`src/shared/rcs_pkg.sv`:
```
// Contract
// - watchdog enabled by config, own RC tick
// - start-up hold until oscillator settles
// - 72 ms power-up hold, power-on only; never held here, as power-on erases power_up_delay_enable to 1
// - brown-out detection forces internal reset
// - sleep wakes on reset, watchdog, interrupt
// - config bit programmed reads 0, selects
// - config word sits at location 2007h
// - config space reachable only in programming
// - config word field layout, protect on top
// - code protect never blocks core EEPROM access
// shared constants, types and register map of the supervisor
// assumes one 125 MHz clock and a 32-bit AHB-Lite register bus
package rcs_pkg;
  // own register byte addresses
  localparam logic [15:0] ADDR_CTRL   = 16'h0000;
  localparam logic [15:0] ADDR_STATUS = 16'h0004;
  localparam logic [15:0] ADDR_MASK   = 16'h0008;
  localparam logic [15:0] ADDR_STATE  = 16'h000C;
  // configuration space indices, byte address is four times these
  localparam logic [13:0] CFG_INDEX    = 14'h2007;
  localparam logic [13:0] CFG_SPACE_LO = 14'h2000;
  localparam logic [13:0] CFG_SPACE_HI = 14'h3FFF;
  localparam logic [13:0] CFG_RESET    = 14'h3FFF;  // erased: all unprogrammed
  // control bits (write one to act)
  localparam int CTRL_SLEEP = 0;
  localparam int CTRL_KICK  = 1;
  // status and mask bits
  localparam int ST_POR  = 0;
  localparam int ST_BOR  = 1;
  localparam int ST_WDT  = 2;
  localparam int ST_EXT  = 3;
  localparam int ST_WAKE = 4;
  localparam int ST_W    = 5;
  // timing
  localparam int CLK_NS     = 8;
  localparam int POWER_UP_DELAY_TIMER_MS    = 72;
  localparam int POWER_UP_DELAY_TIMER_CYC   = POWER_UP_DELAY_TIMER_MS * 1000000 / CLK_NS;
  localparam int OST_CYC    = 1024;  // plain default
  localparam int WDT_TICKS  = 2048;  // plain default, RC ticks
  localparam int CNT_W      = 24;
  // configuration word layout, bit 13 down to bit 0
  typedef struct packed {
    logic       code_protect_flag;
    logic [3:0] unusedBits;
    logic       data_memory_protect_flag;
    logic       low_voltage_program_enable;
    logic       brownout_enable;
    logic       external_reset_pin_enable;
    logic       osc_select_bit2;
    logic       power_up_delay_enable;
    logic       watchdog_enable;
    logic       osc_select_bit1;
    logic       osc_select_bit0;
  } rcs_cfg_t;
  // one-hot supervisor states
  typedef enum logic [4:0] {
    S_POWER_UP_DELAY_TIMER  = 5'b00001,
    S_OST   = 5'b00010,
    S_RUN   = 5'b00100,
    S_SLEEP = 5'b01000,
    S_HOLD  = 5'b10000
  } rcs_state_t;
endpackage

```
`src/core/rcs_supervisor.sv`:
```
// reset, watchdog and sleep supervisor with configuration word
// assumes synchronous inputs, watchdog RC ticks as one-cycle pulses
//
// Implementation choice: the AHB-Lite slave port.
`timescale 1ns/1ps
module rcs_supervisor #(
  parameter int POWER_UP_DELAY_TIMER_CYCLES = rcs_pkg::POWER_UP_DELAY_TIMER_CYC  // shorten for simulation
) (
  input  wire logic                 clk_sys,
  input  wire logic                 reset_n,       // power-on reset
  input  wire logic                 hsel,
  input  wire logic [31:0]          haddr,
  input  wire logic [1:0]           htrans,
  input  wire logic                 hwrite,
  input  wire logic [2:0]           hsize,
  input  wire logic [31:0]          hwdata,
  input  wire logic                 hready,
  output logic      [31:0]          hrdata,
  output logic                      hreadyout,
  output logic                      hresp,
  input  wire logic                 progMode,      // programmer has entered programming
  input  wire logic                 brownOutDet,   // supply below trip level
  input  wire logic                 extResetPin_n, // external reset pin
  input  wire logic                 wakeIrq,       // pending interrupt
  input  wire logic                 wdtRcTick,     // watchdog RC oscillator tick
  output logic                      coreReset,     // holds the core in reset
  output logic                      sleeping,
  output logic                      irq,
  output rcs_pkg::rcs_cfg_t         cfgActive      // config sampled at last reset
);
  import rcs_pkg::*;

  // bus data-phase tracking
  logic              dpValid_r, dpValid_nxt;   // one wait state pending
  logic              dpWrite_r, dpWrite_nxt;
  logic [15:0]       dpAddr_r, dpAddr_nxt;
  logic [31:0]       rdata_r, rdata_nxt;
  logic              rdyOut_r, rdyOut_nxt;
  // software visible registers
  rcs_cfg_t          cfgWord_r, cfgWord_nxt;   // stored configuration word
  logic [ST_W-1:0]   status_r, status_nxt;
  logic [ST_W-1:0]   mask_r, mask_nxt;
  logic              irq_r, irq_nxt;
  // supervisor state
  rcs_state_t        state_r, state_nxt;
  logic [CNT_W-1:0]  holdCnt_r, holdCnt_nxt;   // power_up_delay_timer / ost counter
  logic [15:0]       wdtCnt_r, wdtCnt_nxt;     // watchdog tick counter
  rcs_cfg_t          cfgAct_r, cfgAct_nxt;
  logic              coreRst_r, coreRst_nxt;
  logic              sleep_r, sleep_nxt;
  // decoded helpers
  logic              addrTake;
  logic              wrCtrl;
  logic              wrStat;
  logic              inCfgSpace;
  logic              wdtOn;
  logic              wdtFire;
  logic              borHit;
  logic              extHit;
  logic              progMode_r;               // programming mode one cycle ago
  logic              progExit;                 // programmer has just left
  logic [ST_W-1:0]   evt;
  logic [13:0]       cfgIdx;

  localparam logic [CNT_W-1:0] POWER_UP_DELAY_TIMER_LAST = CNT_W'(POWER_UP_DELAY_TIMER_CYCLES - 1);
  localparam logic [CNT_W-1:0] OST_LAST  = CNT_W'(OST_CYC - 1);
  localparam logic [15:0]      WDT_LAST  = 16'(WDT_TICKS - 1);

  // address phase accepted when selected, non-idle and bus ready
  assign addrTake = hsel && htrans[1] && hready;
  assign cfgIdx   = dpAddr_r[15:2];
  // config space only in programming mode; outside it reads as zero
  assign inCfgSpace = progMode && (cfgIdx >= CFG_SPACE_LO)
                      && (cfgIdx <= CFG_SPACE_HI);
  assign wrCtrl = dpValid_r && dpWrite_r && (dpAddr_r == ADDR_CTRL);
  assign wrStat = dpValid_r && dpWrite_r && (dpAddr_r == ADDR_STATUS);

  // options are selected by a programmed (zero) bit
  assign wdtOn  = !cfgAct_r.watchdog_enable;
  assign borHit = !cfgAct_r.brownout_enable && brownOutDet;
  assign extHit = !cfgAct_r.external_reset_pin_enable
                  && !extResetPin_n;
  // leaving programming mode restarts the core on the new word, since
  // the stored word is otherwise only sampled at power-on, watchdog, brown-out and pin resets
  assign progExit = progMode_r && !progMode;
  // watchdog counts only its own RC ticks, never the system clock
  assign wdtFire = wdtOn && wdtRcTick && (wdtCnt_r == WDT_LAST);

  // bus next-state: every transfer gets one wait state, so a write
  // lands before any following read samples the registers
  always_comb begin
    dpValid_nxt = 1'b0;
    dpWrite_nxt = dpWrite_r;
    dpAddr_nxt  = dpAddr_r;
    rdata_nxt   = rdata_r;
    rdyOut_nxt  = 1'b1;
    cfgWord_nxt = cfgWord_r;
    mask_nxt    = mask_r;
    if (addrTake && rdyOut_r) begin
      // capture address phase, stall the data phase one cycle
      dpValid_nxt = 1'b1;
      dpWrite_nxt = hwrite;
      dpAddr_nxt  = haddr[15:0];
      rdyOut_nxt  = 1'b0;
    end
    if (dpValid_r && dpWrite_r) begin
      // write side effects; unmapped addresses are ignored
      if (dpAddr_r == ADDR_MASK) begin
        mask_nxt = hwdata[ST_W-1:0];
      end
      if (inCfgSpace && cfgIdx == CFG_INDEX) begin
        cfgWord_nxt = rcs_cfg_t'(hwdata[13:0]);
      end
    end
    if (dpValid_r && !dpWrite_r) begin
      // read mux; narrow registers sit in the low bits
      rdata_nxt = 32'h0000_0000;
      unique case (1'b1)
        dpAddr_r == ADDR_CTRL:   rdata_nxt = 32'h0000_0000;
        dpAddr_r == ADDR_STATUS: rdata_nxt[ST_W-1:0] = status_r;
        dpAddr_r == ADDR_MASK:   rdata_nxt[ST_W-1:0] = mask_r;
        dpAddr_r == ADDR_STATE: begin
          rdata_nxt[4:0]   = state_r;
          rdata_nxt[5]     = coreRst_r;
          rdata_nxt[6]     = sleep_r;
          rdata_nxt[29:16] = cfgAct_r;
        end
        inCfgSpace && cfgIdx == CFG_INDEX:
          rdata_nxt[13:0] = cfgWord_r;
        default: rdata_nxt = 32'h0000_0000;
      endcase
    end
  end

  // bus registers
  always_ff @(posedge clk_sys or negedge reset_n) begin
    if (!reset_n) begin
      dpValid_r <= 1'b0;
      dpWrite_r <= 1'b0;
      dpAddr_r  <= 16'h0000;
      rdata_r   <= 32'h0000_0000;
      rdyOut_r  <= 1'b1;
      mask_r    <= '0;
    end else begin
      dpValid_r <= dpValid_nxt;
      dpWrite_r <= dpWrite_nxt;
      dpAddr_r  <= dpAddr_nxt;
      rdata_r   <= rdata_nxt;
      rdyOut_r  <= rdyOut_nxt;
      mask_r    <= mask_nxt;
    end
  end

  // the stored word is non-volatile in the real part; here it keeps
  // its value across every reset except power-on, which erases it
  always_ff @(posedge clk_sys or negedge reset_n) begin
    if (!reset_n) begin
      cfgWord_r <= CFG_RESET;
    end else begin
      cfgWord_r <= cfgWord_nxt;
    end
  end

  // status events: one per cause, set wins over write-one-clear
  always_comb begin
    evt          = '0;
    evt[ST_BOR]  = borHit && !state_r[4];
    evt[ST_EXT]  = extHit && !state_r[4];
    evt[ST_WDT]  = wdtFire && state_r == S_RUN;
    evt[ST_WAKE] = state_r == S_SLEEP && (wakeIrq || wdtFire)
                   && !borHit && !extHit;
    status_nxt = status_r;
    if (wrStat) begin
      status_nxt = status_r & ~hwdata[ST_W-1:0];
    end
    status_nxt = status_nxt | evt;
    irq_nxt    = |(status_nxt & mask_r);
  end

  // status and interrupt registers; power-on sets its own bit
  always_ff @(posedge clk_sys or negedge reset_n) begin
    if (!reset_n) begin
      status_r <= ST_W'(1 << ST_POR);
      irq_r    <= 1'b0;
    end else begin
      status_r <= status_nxt;
      irq_r    <= irq_nxt;
    end
  end

  // supervisor next-state
  always_comb begin
    state_nxt   = state_r;
    holdCnt_nxt = holdCnt_r + CNT_W'(1);
    wdtCnt_nxt  = wdtCnt_r;
    cfgAct_nxt  = cfgAct_r;
    coreRst_nxt = 1'b1;
    sleep_nxt   = 1'b0;
    if (wdtOn && wdtRcTick) begin
      wdtCnt_nxt = wdtCnt_r + 16'h0001;
    end
    if (wrCtrl && hwdata[CTRL_KICK]) begin
      wdtCnt_nxt = 16'h0000;
    end
    unique case (state_r)
      S_POWER_UP_DELAY_TIMER: begin
        // hold for the power-up delay only after power-on
        if (cfgAct_r.power_up_delay_enable
            || holdCnt_r >= POWER_UP_DELAY_TIMER_LAST) begin
          state_nxt   = S_OST;
          holdCnt_nxt = '0;
        end
      end
      S_OST: begin
        // let the oscillator settle before the core runs
        wdtCnt_nxt = 16'h0000;
        if (holdCnt_r >= OST_LAST) begin
          state_nxt   = S_RUN;
          coreRst_nxt = 1'b0;
        end
      end
      S_RUN: begin
        coreRst_nxt = 1'b0;
        if (wdtFire) begin
          // watchdog timeout while awake resets the core
          state_nxt   = S_OST;
          holdCnt_nxt = '0;
          coreRst_nxt = 1'b1;
          wdtCnt_nxt  = 16'h0000;
          cfgAct_nxt  = cfgWord_r;
        end else if (wrCtrl && hwdata[CTRL_SLEEP]) begin
          state_nxt   = S_SLEEP;
          sleep_nxt   = 1'b1;
          wdtCnt_nxt  = 16'h0000;
        end
      end
      S_SLEEP: begin
        // sleep holds the core in reset; wake restarts the clock before releasing it
        sleep_nxt = 1'b1;
        if (wakeIrq || wdtFire) begin
          state_nxt   = S_OST;
          holdCnt_nxt = '0;
          sleep_nxt   = 1'b0;
          wdtCnt_nxt  = 16'h0000;
        end
      end
      S_HOLD: begin
        // stay while the cause lasts; no power-up delay afterwards
        holdCnt_nxt = '0;
        cfgAct_nxt  = cfgWord_r;
        if (!borHit && !extHit) begin
          state_nxt = S_OST;
        end
      end
    endcase
    // brown-out and pin reset win over every other state
    if ((borHit || extHit) && state_r != S_HOLD) begin
      state_nxt   = S_HOLD;
      holdCnt_nxt = '0;
      coreRst_nxt = 1'b1;
      sleep_nxt   = 1'b0;
      wdtCnt_nxt  = 16'h0000;
    end
    // programmer exit: reload the active config under reset, no power_up_delay_timer
    if (progExit) begin
      state_nxt   = S_OST;
      holdCnt_nxt = '0;
      coreRst_nxt = 1'b1;
      sleep_nxt   = 1'b0;
      wdtCnt_nxt  = 16'h0000;
      cfgAct_nxt  = cfgWord_r;
    end
  end

  // supervisor registers; the first cycle after power-on loads the
  // active config because async reset may not copy a signal
  logic cfgLoaded_r;
  always_ff @(posedge clk_sys or negedge reset_n) begin
    if (!reset_n) begin
      state_r     <= S_POWER_UP_DELAY_TIMER;
      holdCnt_r   <= '0;
      wdtCnt_r    <= 16'h0000;
      cfgAct_r    <= CFG_RESET;
      cfgLoaded_r <= 1'b0;
      coreRst_r   <= 1'b1;
      sleep_r     <= 1'b0;
      progMode_r  <= 1'b0;
    end else begin
      progMode_r  <= progMode;
      state_r     <= cfgLoaded_r ? state_nxt : S_POWER_UP_DELAY_TIMER;
      holdCnt_r   <= cfgLoaded_r ? holdCnt_nxt : '0;
      wdtCnt_r    <= wdtCnt_nxt;
      cfgAct_r    <= cfgLoaded_r ? cfgAct_nxt : cfgWord_r;
      cfgLoaded_r <= 1'b1;
      coreRst_r   <= cfgLoaded_r ? coreRst_nxt : 1'b1;
      sleep_r     <= sleep_nxt;
    end
  end

  // outputs straight from flops, hresp tied low; protection flags only travel out
  // in cfgActive, the core's own EEPROM path never looks at them
  assign hrdata    = rdata_r;
  assign hreadyout = rdyOut_r;
  assign hresp     = 1'b0;   // always OKAY
  assign coreReset = coreRst_r;
  assign sleeping  = sleep_r;
  assign irq       = irq_r;
  assign cfgActive = cfgAct_r;
endmodule

```
`config.mk`:
```
export PLATFORM = sky130hd
export DESIGN_NAME = rcs_supervisor
export DESIGN_NICKNAME = d
export VERILOG_FILES = /design/src/shared/rcs_pkg.sv /design/src/core/rcs_supervisor.sv
export SDC_FILE = /design/constraint.sdc
export NUM_CORES = 1
export LEC_CHECK = 0
export BUFFER_PORTS_ARGS = -buffer_cell sky130_fd_sc_hd__buf_2
export CORE_MARGIN = 2
export CORE_UTILIZATION = 50
export CTS_BUF_LIST = sky130_fd_sc_hd__clkbuf_8
export DETAILED_ROUTE_END_ITERATION = 16
export PLACE_DENSITY_LB_ADDON = 0.08
export SLEW_MARGIN = 20
export SYNTH_ARGS = -nofsm -noshare
export SYNTH_HDL_FRONTEND = slang
export SYNTH_SLANG_ARGS = --single-unit
```
`constraint.sdc`:
```
create_clock -name clk_sys -period 3 [get_ports clk_sys]
set_clock_uncertainty 0.15 [all_clocks]
set_input_delay 0.15 -clock clk_sys [delete_from_list [all_inputs] [get_ports clk_sys]]
set_output_delay 0.15 -clock clk_sys [all_outputs]
set_load 0.01 [all_outputs]
```
==> run summary, run 1 <==
At the end of routability-driven placement, the weighted congestion stood at 0.800. Max-cap violations in this run came to 0. Counting distinct cell types in the post-synthesis netlist gives 61.

The largest single stage delay on the critical path is 0.78 ns. For the worst setup slack after placement, the log shows 0.288 ns. In this run the most critical hold path is launched from wakeIrq. Maximum number of pins on one net before global-route repair: 136. Maximum fanout along the worst path: 9. The tools report the critical path data arrival time as 2.93 ns. The die covers 13,300 um2. Synthesis inferred 135 register bits. Worst reg2reg path startpoint: cfgActive[2]$_DFFE_PN1P_. The share of synthesized area in the top cell type comes to 41.5%.

A synthesized cell averages 10.0 um2. The critical path data required time was 3.21 ns. The final global-route overflow total came out at 0.

Across all setup checks in the final design, the least slack found is 0.285 ns. The worst setup path is of the flop to flop kind. In this run the worst setup path begins at cfgActive[2]$_DFFE_PN1P_. Average wire per cell in the routed design: 14.5 um.

The detail route stage leaves a number of antenna-violating nets equal to 0. The run gives 0 as the number of max-slew violations in the final report. Number of antenna violations at the first check in global routing: 0. The critical path goes through nand3b_1, nor4_1, and4_1, nor2_1, buf_4, mux2_2. The analysis attributes to cell leakage a power of 3.45 nW.

The final number of hold-violating endpoints was 0. Cell accounting for the most synthesized area: dfrtp_1. The H-tree generated during clock tree synthesis spans 4 levels. TritonCTS built the clock tree. After synthesis the cells add up to 6220 um2.

In the final layout, the share of cells above drive strength 1 is 26.8%. For the worst-skew pair, the clock arrives at the later sink with an insertion delay of 0.44 ns. In the global route stage, overall resource usage came out at 21.2%. The kind of path behind the tightest hold check is input port to flop. In this run the vertical extent of the chip is 116 um. The logs give 368 MHz for the achievable frequency and 13,500 um for the wire length reported by the detailed router.

The first global-routing pass estimated 22,100 um of wire. The layout overhead on the synthesized area works out to 22.5%. After synthesis, the cell types taking the most area are dfrtp_1 41%, dfstp_2 14%, nand2_1 7.5%. The final critical-path share of the clock period works out to 90.5%.

Number of antenna cells inserted: 0. The cell type of the slowest stage on the worst timing path is nor2_1. The logs give 2 for the maximum root-to-sink buffer count and 6 for the first-pass iteration count of the detailed router. The run gives 135 as the count of clock tree sinks. The peak ir drop on the vdd network is 479 uV, and the async set-or-reset flop fraction in the synthesized netlist is 100%.

The worst path in the final design needs a cycle of 2.72 ns, including I/O delays and setup. I/O pin total: 130. The setup-violating endpoint count in the final report came out at 0.

The tools report the detailed-route DRC error count as 0. The worst setup path is launched from a flop. After clock tree synthesis, the clock-pin slew on the worst setup and hold paths is 0.07 ns. Grouping stages by cell kind, the critical path spends the most delay in simple AND/OR/NAND/NOR gates. Once the floorplan was initialized, standard cells occupied 51.5% of the core.

The tools report the final-stage net count as 829. Headroom to the max-slew limit came out at 32.4%. The number of global-route vias before repair was 4,647; the slew at the pin closest to its max-slew limit was 1.01 ns. The total of buffers placed on input and output ports is 86, and the number of standard cells after synthesis is 619. During synthesis, Yosys emitted a total of 0 warnings. The area of the core region is 12,100 um2. The run gives 4,806 as the detailed-route via count. The via count normalized by instance count was 5.17.

After synthesis, flip-flops and latches occupy 55.0% of the total area. The run gives 17 as the total CTS buffers. Once detailed placement completed, the half-perimeter wirelength came to 9030 um. The floorplan has 40 rows. Setup repair after global routing left no endpoint under its margin.

Most instantiated flip-flop cell in the synthesis netlist: dfrtp_1. Count of buffering cells on the critical path with inverters included: 1. Root buffer cell: clkbuf_8. Summed over all failing endpoints, the final setup total negative slack is 0 ns. Counting flops with a built-in enable in the synthesized netlist gives 0. The die is 116 um wide. The run finished with clean final reports. The DRC violation total after the first TritonRoute iteration came out at 380. The worst setup path is captured at a flop. For this design the ratio of total power to cell area is 492 nW/um2.
==> cells in the final DEF (no fill, tap or decap), types with 5 or more instances in the layout <==
master           n
a221oi_1         5
dfrtp_1        103
buf_4           11
inv_1           10
o21ai_0         40
buf_2           85
nor4_1           5
clkbuf_8        20
xor2_1          18
xnor2_1         21
nand4_1         13
dlygate4sd3_1   36
nand3_1         19
nand2_1        125
nor3_1           8
conb_1           6
mux2i_1          6
nor2_1          78
and3_1           7
dfstp_2         32
mux2_2          32
a21oi_1          5
clkinv_2         5
==> sequential cells by signal (all words and copies together), names as in the netlist <==
signal and count:
hrdata 28, holdCnt_r 24, dpAddr_r 16, wdtCnt_r 16
cfgActive 14, cfgWord_r 14, mask_r 5, state_r 5
status_r 5, cfgLoaded_r 1, coreReset 1, dpValid_r 1
dpWrite_r 1, hreadyout 1, irq 1, progMode_r 1
sleeping 1
==> power by group <==
group	switching [mW]	internal (mW)	leakage, nW
logic	0.162	0.126	1.52
registers	0.0534	1.88	1.71
clock network	0.659	0.872	0.222
==> worst register-to-register path, stage by stage, from the launching register on <==
cell and delay [ns]:
dfstp_2 0.53, nand3b_1 0.18, nor4_1 0.12, and4_1 0.24
nor2_1 0.78, buf_4 0.31, mux2_2 0.34
==> logic make-up after synthesis <==
| logic type | after synthesis | share of synthesized area [%] |
|---|---|---|
| and+or+nand+nor | 289 | 21.3 |
| DFF | 135 | 55.0 |
| AOI/OAI and AO/OA | 77 | 7.93 |
| xor gates and xnor gates | 39 | 5.49 |
| muxes | 39 | 6.94 |
| buffers and inverters | 36 | 2.80 |
| adders and majority gates | 2 | 0.402 |
| other | 2 | 0.121 |
==> what timing repair did <==
item | in CTS | in global routing
gates resized for setup | 0 | 0
hold buffers | 36 | 0
hold endpoints to repair | 147 | 0
setup buffers | 0 | 0
==> metal layers <==
| metal | wire length, um | vias up | track usage, % |
|---|---|---|---|
| li1 | - | 2355 | - |
| met1 | 6330 | 2322 | 28.7 |
| met2 | 6390 | 114 | 34.0 |
| met3 | 602 | 15 | 4.65 |
| met4 | 172 | 0 | 7.39 |
| met5 | 0 | - | 0 |
==> path summary, 6_finish.rpt <==
path                                            end  slack [ns]  cells after the start
max                        cfgActive[5]$_DFFE_PN1P_        0.28                      6
min                              sleeping$_DFF_PN0_        0.05                      4
max reg2reg                cfgActive[5]$_DFFE_PN1P_        0.28                      6
min reg2reg                   hrdata[9]$_DFFE_PN0P_        0.33                      2
max in group asynchronous    holdCnt_r[1]$_DFF_PN0_        1.95                      3
min in group asynchronous    hrdata[24]$_DFFE_PN0P_        0.21                      3
==> synthesized netlist by cell type (3+ instances only) <==
cell type  number
nand2_1       125
dfrtp_1       103
nor2_1         78
o21ai_0        40
dfstp_2        32
mux2_2         32
xnor2_1        21
nand3_1        19
xor2_1         18
clkbuf_1       15
nand4_1        13
buf_4           9
nor3_1          8
and3_1          7
inv_1           7
mux2i_1         6
a21oi_1         5
a221oi_1        5
nor4_1          5
buf_2           4
nand2b_1        4
nor2b_1         4
and2_1          3
and4_1          3
or2_2           3
or4_1           3
==> cell type report <==
cell class | count | area, um2
clock buffer | 20 | 275
clock inverter | 12 | 134
fill | 1030 | 4450
inverter | 8 | 30.0
multi-input combinational | 452 | 2640
sequential | 135 | 3420
tap | 168 | 210
timing repair buffer | 134 | 908
==> metrics by stage <==
step                      cell area (um2)  total power, mW  hold slack (ns)  cells  util [%]
final                                7620             3.75           0.0530    929      63.1
after global routing                 7620             3.91           0.0415    929      63.1
after CTS                            7620             3.80           0.0185    929      63.1
after detailed placement             6850             2.22            0.146    861      56.8
after global placement               6850             2.21            0.143    861      56.8
after floorplan                      6230             2.10           -0.296    623         -
(Power assumes the default switching activity.)
==> run 2: changes to the inputs <==
--- a/config.mk
+++ b/config.mk
@@ -5,12 +5,15 @@
 export SDC_FILE = /design/constraint.sdc
 export NUM_CORES = 1
 export LEC_CHECK = 0
+export ABC_AREA = 1
 export BUFFER_PORTS_ARGS = -buffer_cell sky130_fd_sc_hd__buf_2
+export CAP_MARGIN = 20
 export CORE_MARGIN = 2
 export CORE_UTILIZATION = 50
 export CTS_BUF_LIST = sky130_fd_sc_hd__clkbuf_8
 export DETAILED_ROUTE_END_ITERATION = 16
 export PLACE_DENSITY_LB_ADDON = 0.08
+export SKIP_CTS_REPAIR_TIMING = 1
 export SLEW_MARGIN = 20
 export SYNTH_ARGS = -nofsm -noshare
 export SYNTH_HDL_FRONTEND = slang
==> run summary, run 2 <==
Cell type group with the largest total delay on the critical path: buffers and inverters (was simple AND/OR/NAND/NOR gates). The count of buffering cells on the critical path with inverters included was 2 (was 1). For the area taken by multi-input logic gates, the log shows 2810 um2 (was 2640 um2). The detailed-route DRC error count was 0 (unchanged).

The maximum level of the CTS H-tree was 4 (unchanged); the layout overhead on the synthesized area was 21.2% (was 22.5%). The logs give 5 (was 6) for the first-pass iteration count of the detailed router and 0 (unchanged) for the post-route antenna net violation count. The most frequent cell on the critical path was nand2_1. Top area cells in the synthesized netlist: dfrtp_1 38%, dfstp_2 13%, nand2_1 11% (was dfrtp_1 41%, dfstp_2 14%, nand2_1 7.5%).

The number of antenna cells inserted is 0 (unchanged). Sequence of cells on the critical path: nor2_1, nand2_1, nor3_4, buf_4, nand3_1, o21ai_0, nand2_1, dlygate4sd3_1 (was nand3b_1, nor4_1, and4_1, nor2_1, buf_4, mux2_2). The leakage power was 3.86 nW (was 3.45 nW).

The initial core utilization is 50.9% (was 51.5%). The placed instance area is 7320 um2 (was 6850 um2). The run finished, with violations left.

Kind of path behind the tightest hold check: input port to flop (unchanged). The root buffer cell was clkbuf_8 (unchanged). The x dimension of the die was 120 um (was 116 um). The share of synthesized area occupied by flip-flops and latches came out at 50.9% (was 55.0%). The run gives 201 uV (was 479 uV) as the peak ir drop on the vdd network. The cell accounting for the most synthesized area is dfrtp_1 (unchanged).

The number of max-capacitance violations reported is 0 (unchanged). Cell type of the slowest stage on the worst timing path: dlygate4sd3_1 (was nor2_1). The average cell area after synthesis was 8.27 um2 (was 10.0 um2); the maximum root-to-sink buffer count was 2 (unchanged). Number of different library cells in the post-synthesis netlist: 44 (was 61). The via count normalized by instance count was 4.97 (was 5.17). The most common library cell in the layout ignoring fill and taps is nand2_1 (unchanged). Setup repair after global routing left no endpoint under its margin.

The startpoint type of the worst setup path was a flop (unchanged). The area of the core region is 13,200 um2 (was 12,100 um2), and the maximum fanout along the worst path is 14 (was 9). The tools report the all-layer global routing usage as 23.0% (was 21.2%). For the worst hold slack across all endpoints, the log shows -0.0171 ns (was 0.0530 ns). TritonCTS built the clock tree. Number of enable-type register cells in the synthesized netlist: 0 (unchanged).

The final-stage net count is 1,025 (was 829). The maximum number of pins on one net before global-route repair was 49 (was 136); the number of global-route vias before repair was 5,356 (was 4,647). Achievable frequency: 409 MHz (was 368 MHz). Critical setup path kind: flop to flop (unchanged). The run gives 130 (unchanged) as the I/O pin total. The delay of the slowest cell on the worst path works out to 0.56 ns (was 0.78 ns). For the final global-route overflow total, the log shows 0 (unchanged). The wire length reported by the detailed router is 16,000 um (was 13,500 um), and the top cell type's share of synthesized area is 38.4% (was 41.5%). The average wire per cell in the routed design works out to 14.1 um (was 14.5 um). Commonest cells post-synth: 204 x nand2_1, 103 x dfrtp_1, 98 x inv_1 (was 125 x nand2_1, 103 x dfrtp_1, 78 x nor2_1). The overall die area is 14,400 um2 (was 13,300 um2).

The final design instance area without fill is 8140 um2 (was 7620 um2), and the critical path data required time is 3.18 ns (was 3.21 ns). The number of max-slew violations in the final report is 0 (unchanged), and the setup-violating endpoint count in the final report is 0 (unchanged). The final number of hold-violating endpoints came out at 2 (was 0). The flip-flop count of the largest register after layout was 28 (unchanged); the minimum clock period was 2.45 ns (was 2.72 ns). The vertical die dimension works out to 120 um (was 116 um). For the number of antenna violations at the first check in global routing, the log shows 0 (unchanged). Post-DP HPWL: 11,400 um (was 9030 um).

The tools report the fill cell instance count of the final layout as 1,184 (was 1,030). Category of the worst setup path capture point: a flop (unchanged). The run gives 0.858 (was 0.800) as the final estimated routing congestion in global placement. The clock transition time at the flip-flop clock pins of the worst setup and hold paths is 0.07 ns (about the same). The total power divided by cell area was 491 nW/um2 (was 492 nW/um2). The clock network latency to the later pin of the worst-skew pair was 0.45 ns (was 0.44 ns); the number of synthesized register bits was 135 (unchanged).

The logs give 0 (unchanged) for the count of synthesis-stage warnings from yosys and 53.1% (was 32.4%) for the worst slew margin relative to its limit. Critical path data arrival time: 2.63 ns (was 2.93 ns). The number of standard cells after synthesis was 812 (was 619). The async set-or-reset flop fraction in the synthesized netlist was 100% (unchanged); the detailed-route via count was 5,632 (was 4,806).

The register cell area after layout was 3420 um2 (unchanged); the total of buffers placed on input and output ports was 86 (unchanged). The post-route setup TNS is 0 ns (unchanged), and the final critical-path share of the clock period is 81.6% (was 90.5%). The DRC violation total after the first TritonRoute iteration is 446 (was 380). Number of cell rows: 42 (was 40). Most instantiated flip-flop cell in the synthesis netlist: dfrtp_1 (unchanged).

Commonest cells after routing, fill and taps aside: 204 x nand2_1, 103 x dfrtp_1, 99 x inv_1 (was 125 x nand2_1, 103 x dfrtp_1, 85 x buf_2). The tools report the mapped cell area as 6710 um2 (was 6220 um2). For the global-route wire length before repair, the log shows 26,000 um (was 22,100 um). The tools report the total CTS buffers as 17 (unchanged).

The most frequently used cell type in the post-synthesis netlist was nand2_1 (unchanged). The slew at the pin closest to its max-slew limit works out to 0.702 ns (was 1.01 ns). The proportion of layout cells with a drive suffix above 1 was 20.6% (was 26.8%). The checks that failed: negative hold slack.

The count of clock tree sinks was 135 (unchanged).
[run 2: metrics by stage]
stage / std cells / utilization, % / hold slack (ns) / power, mW / setup slack [ns]
after floorplan: 816 / - / -0.296 / 2.19 / 1.16
after global placement: 1064 / 55.5 / 0.0603 / 2.33 / 0.820
after detailed placement: 1064 / 55.5 / 0.0584 / 2.34 / 0.794
after CTS: 1096 / 58.9 / -0.437 / 4.00 / 0.785
after global routing: 1133 / 61.7 / 0.0157 / 4.18 / 0.343
final: 1133 / 61.7 / -0.0171 / 4.00 / 0.552
[run 2: where the power goes]
part,internal (mW),switching [mW]
registers,1.90,0.0511
logic,0.143,0.251
clock network,0.936,0.720
total,2.98,1.02
[run 2: worst register-to-register path, stage by stage (launching register included)]
cell and delay (ns):
dfrtp_1 0.38, nor2_1 0.17, nand2_1 0.14, nor3_4 0.19, buf_4 0.23, nand3_1 0.20, o21ai_0 0.21, nand2_1 0.09
dlygate4sd3_1 0.56
[run 2: cell type report]
type / instances / share of cell area [%]
Sequential cell: 135 / 42.0
Timing Repair Buffer: 129 / 10.6
Multi-Input combinational cell: 559 / 34.5
Clock buffer: 22 / 3.72
Tap cell: 176 / 2.71
Inverter: 102 / 4.71
Clock inverter: 10 / 1.75
[run 2: cell families after synthesis]
family | count (synthesis) | synth area share [%]
other | 2 | 0.112
buffers and inverters | 122 | 7.46
muxes | 9 | 1.51
AOI/OAI and AO/OA | 94 | 7.92
adders and majority gates | 2 | 0.373
xor gates and xnor gates | 22 | 2.87
and+or+nand+nor | 426 | 28.8
DFF | 135 | 50.9
[run 2: worst paths after layout]
check	slack, ns	endpoint	cells after the start	startpoint
setup / recovery	0.55	status_r[3]$_DFF_PN0_	8	dpAddr_r[12]$_DFFE_PN0P_
hold reg to reg	0.31	holdCnt_r[0]$_DFF_PN0_	1	holdCnt_r[0]$_DFF_PN0_
hold / removal	-0.02	status_r[4]$_DFF_PN0_	5	wakeIrq
min in group asynchronous	0.12	dpAddr_r[12]$_DFFE_PN0P_	2	reset_n
max in group asynchronous	1.79	cfgWord_r[4]$_DFFE_PN1P_	3	reset_n
setup reg to reg	0.55	status_r[3]$_DFF_PN0_	8	dpAddr_r[12]$_DFFE_PN0P_
[run 2: metal layers]
layer  part of all wire (%)  vias to the layer above  track usage (%)
met5                      0                        -                0
met4                    1.1                        0             7.94
met3                    3.4                       18             4.61
met2                     49                      114             37.1
met1                     47                     2635             31.2
li1                       -                     2865                -
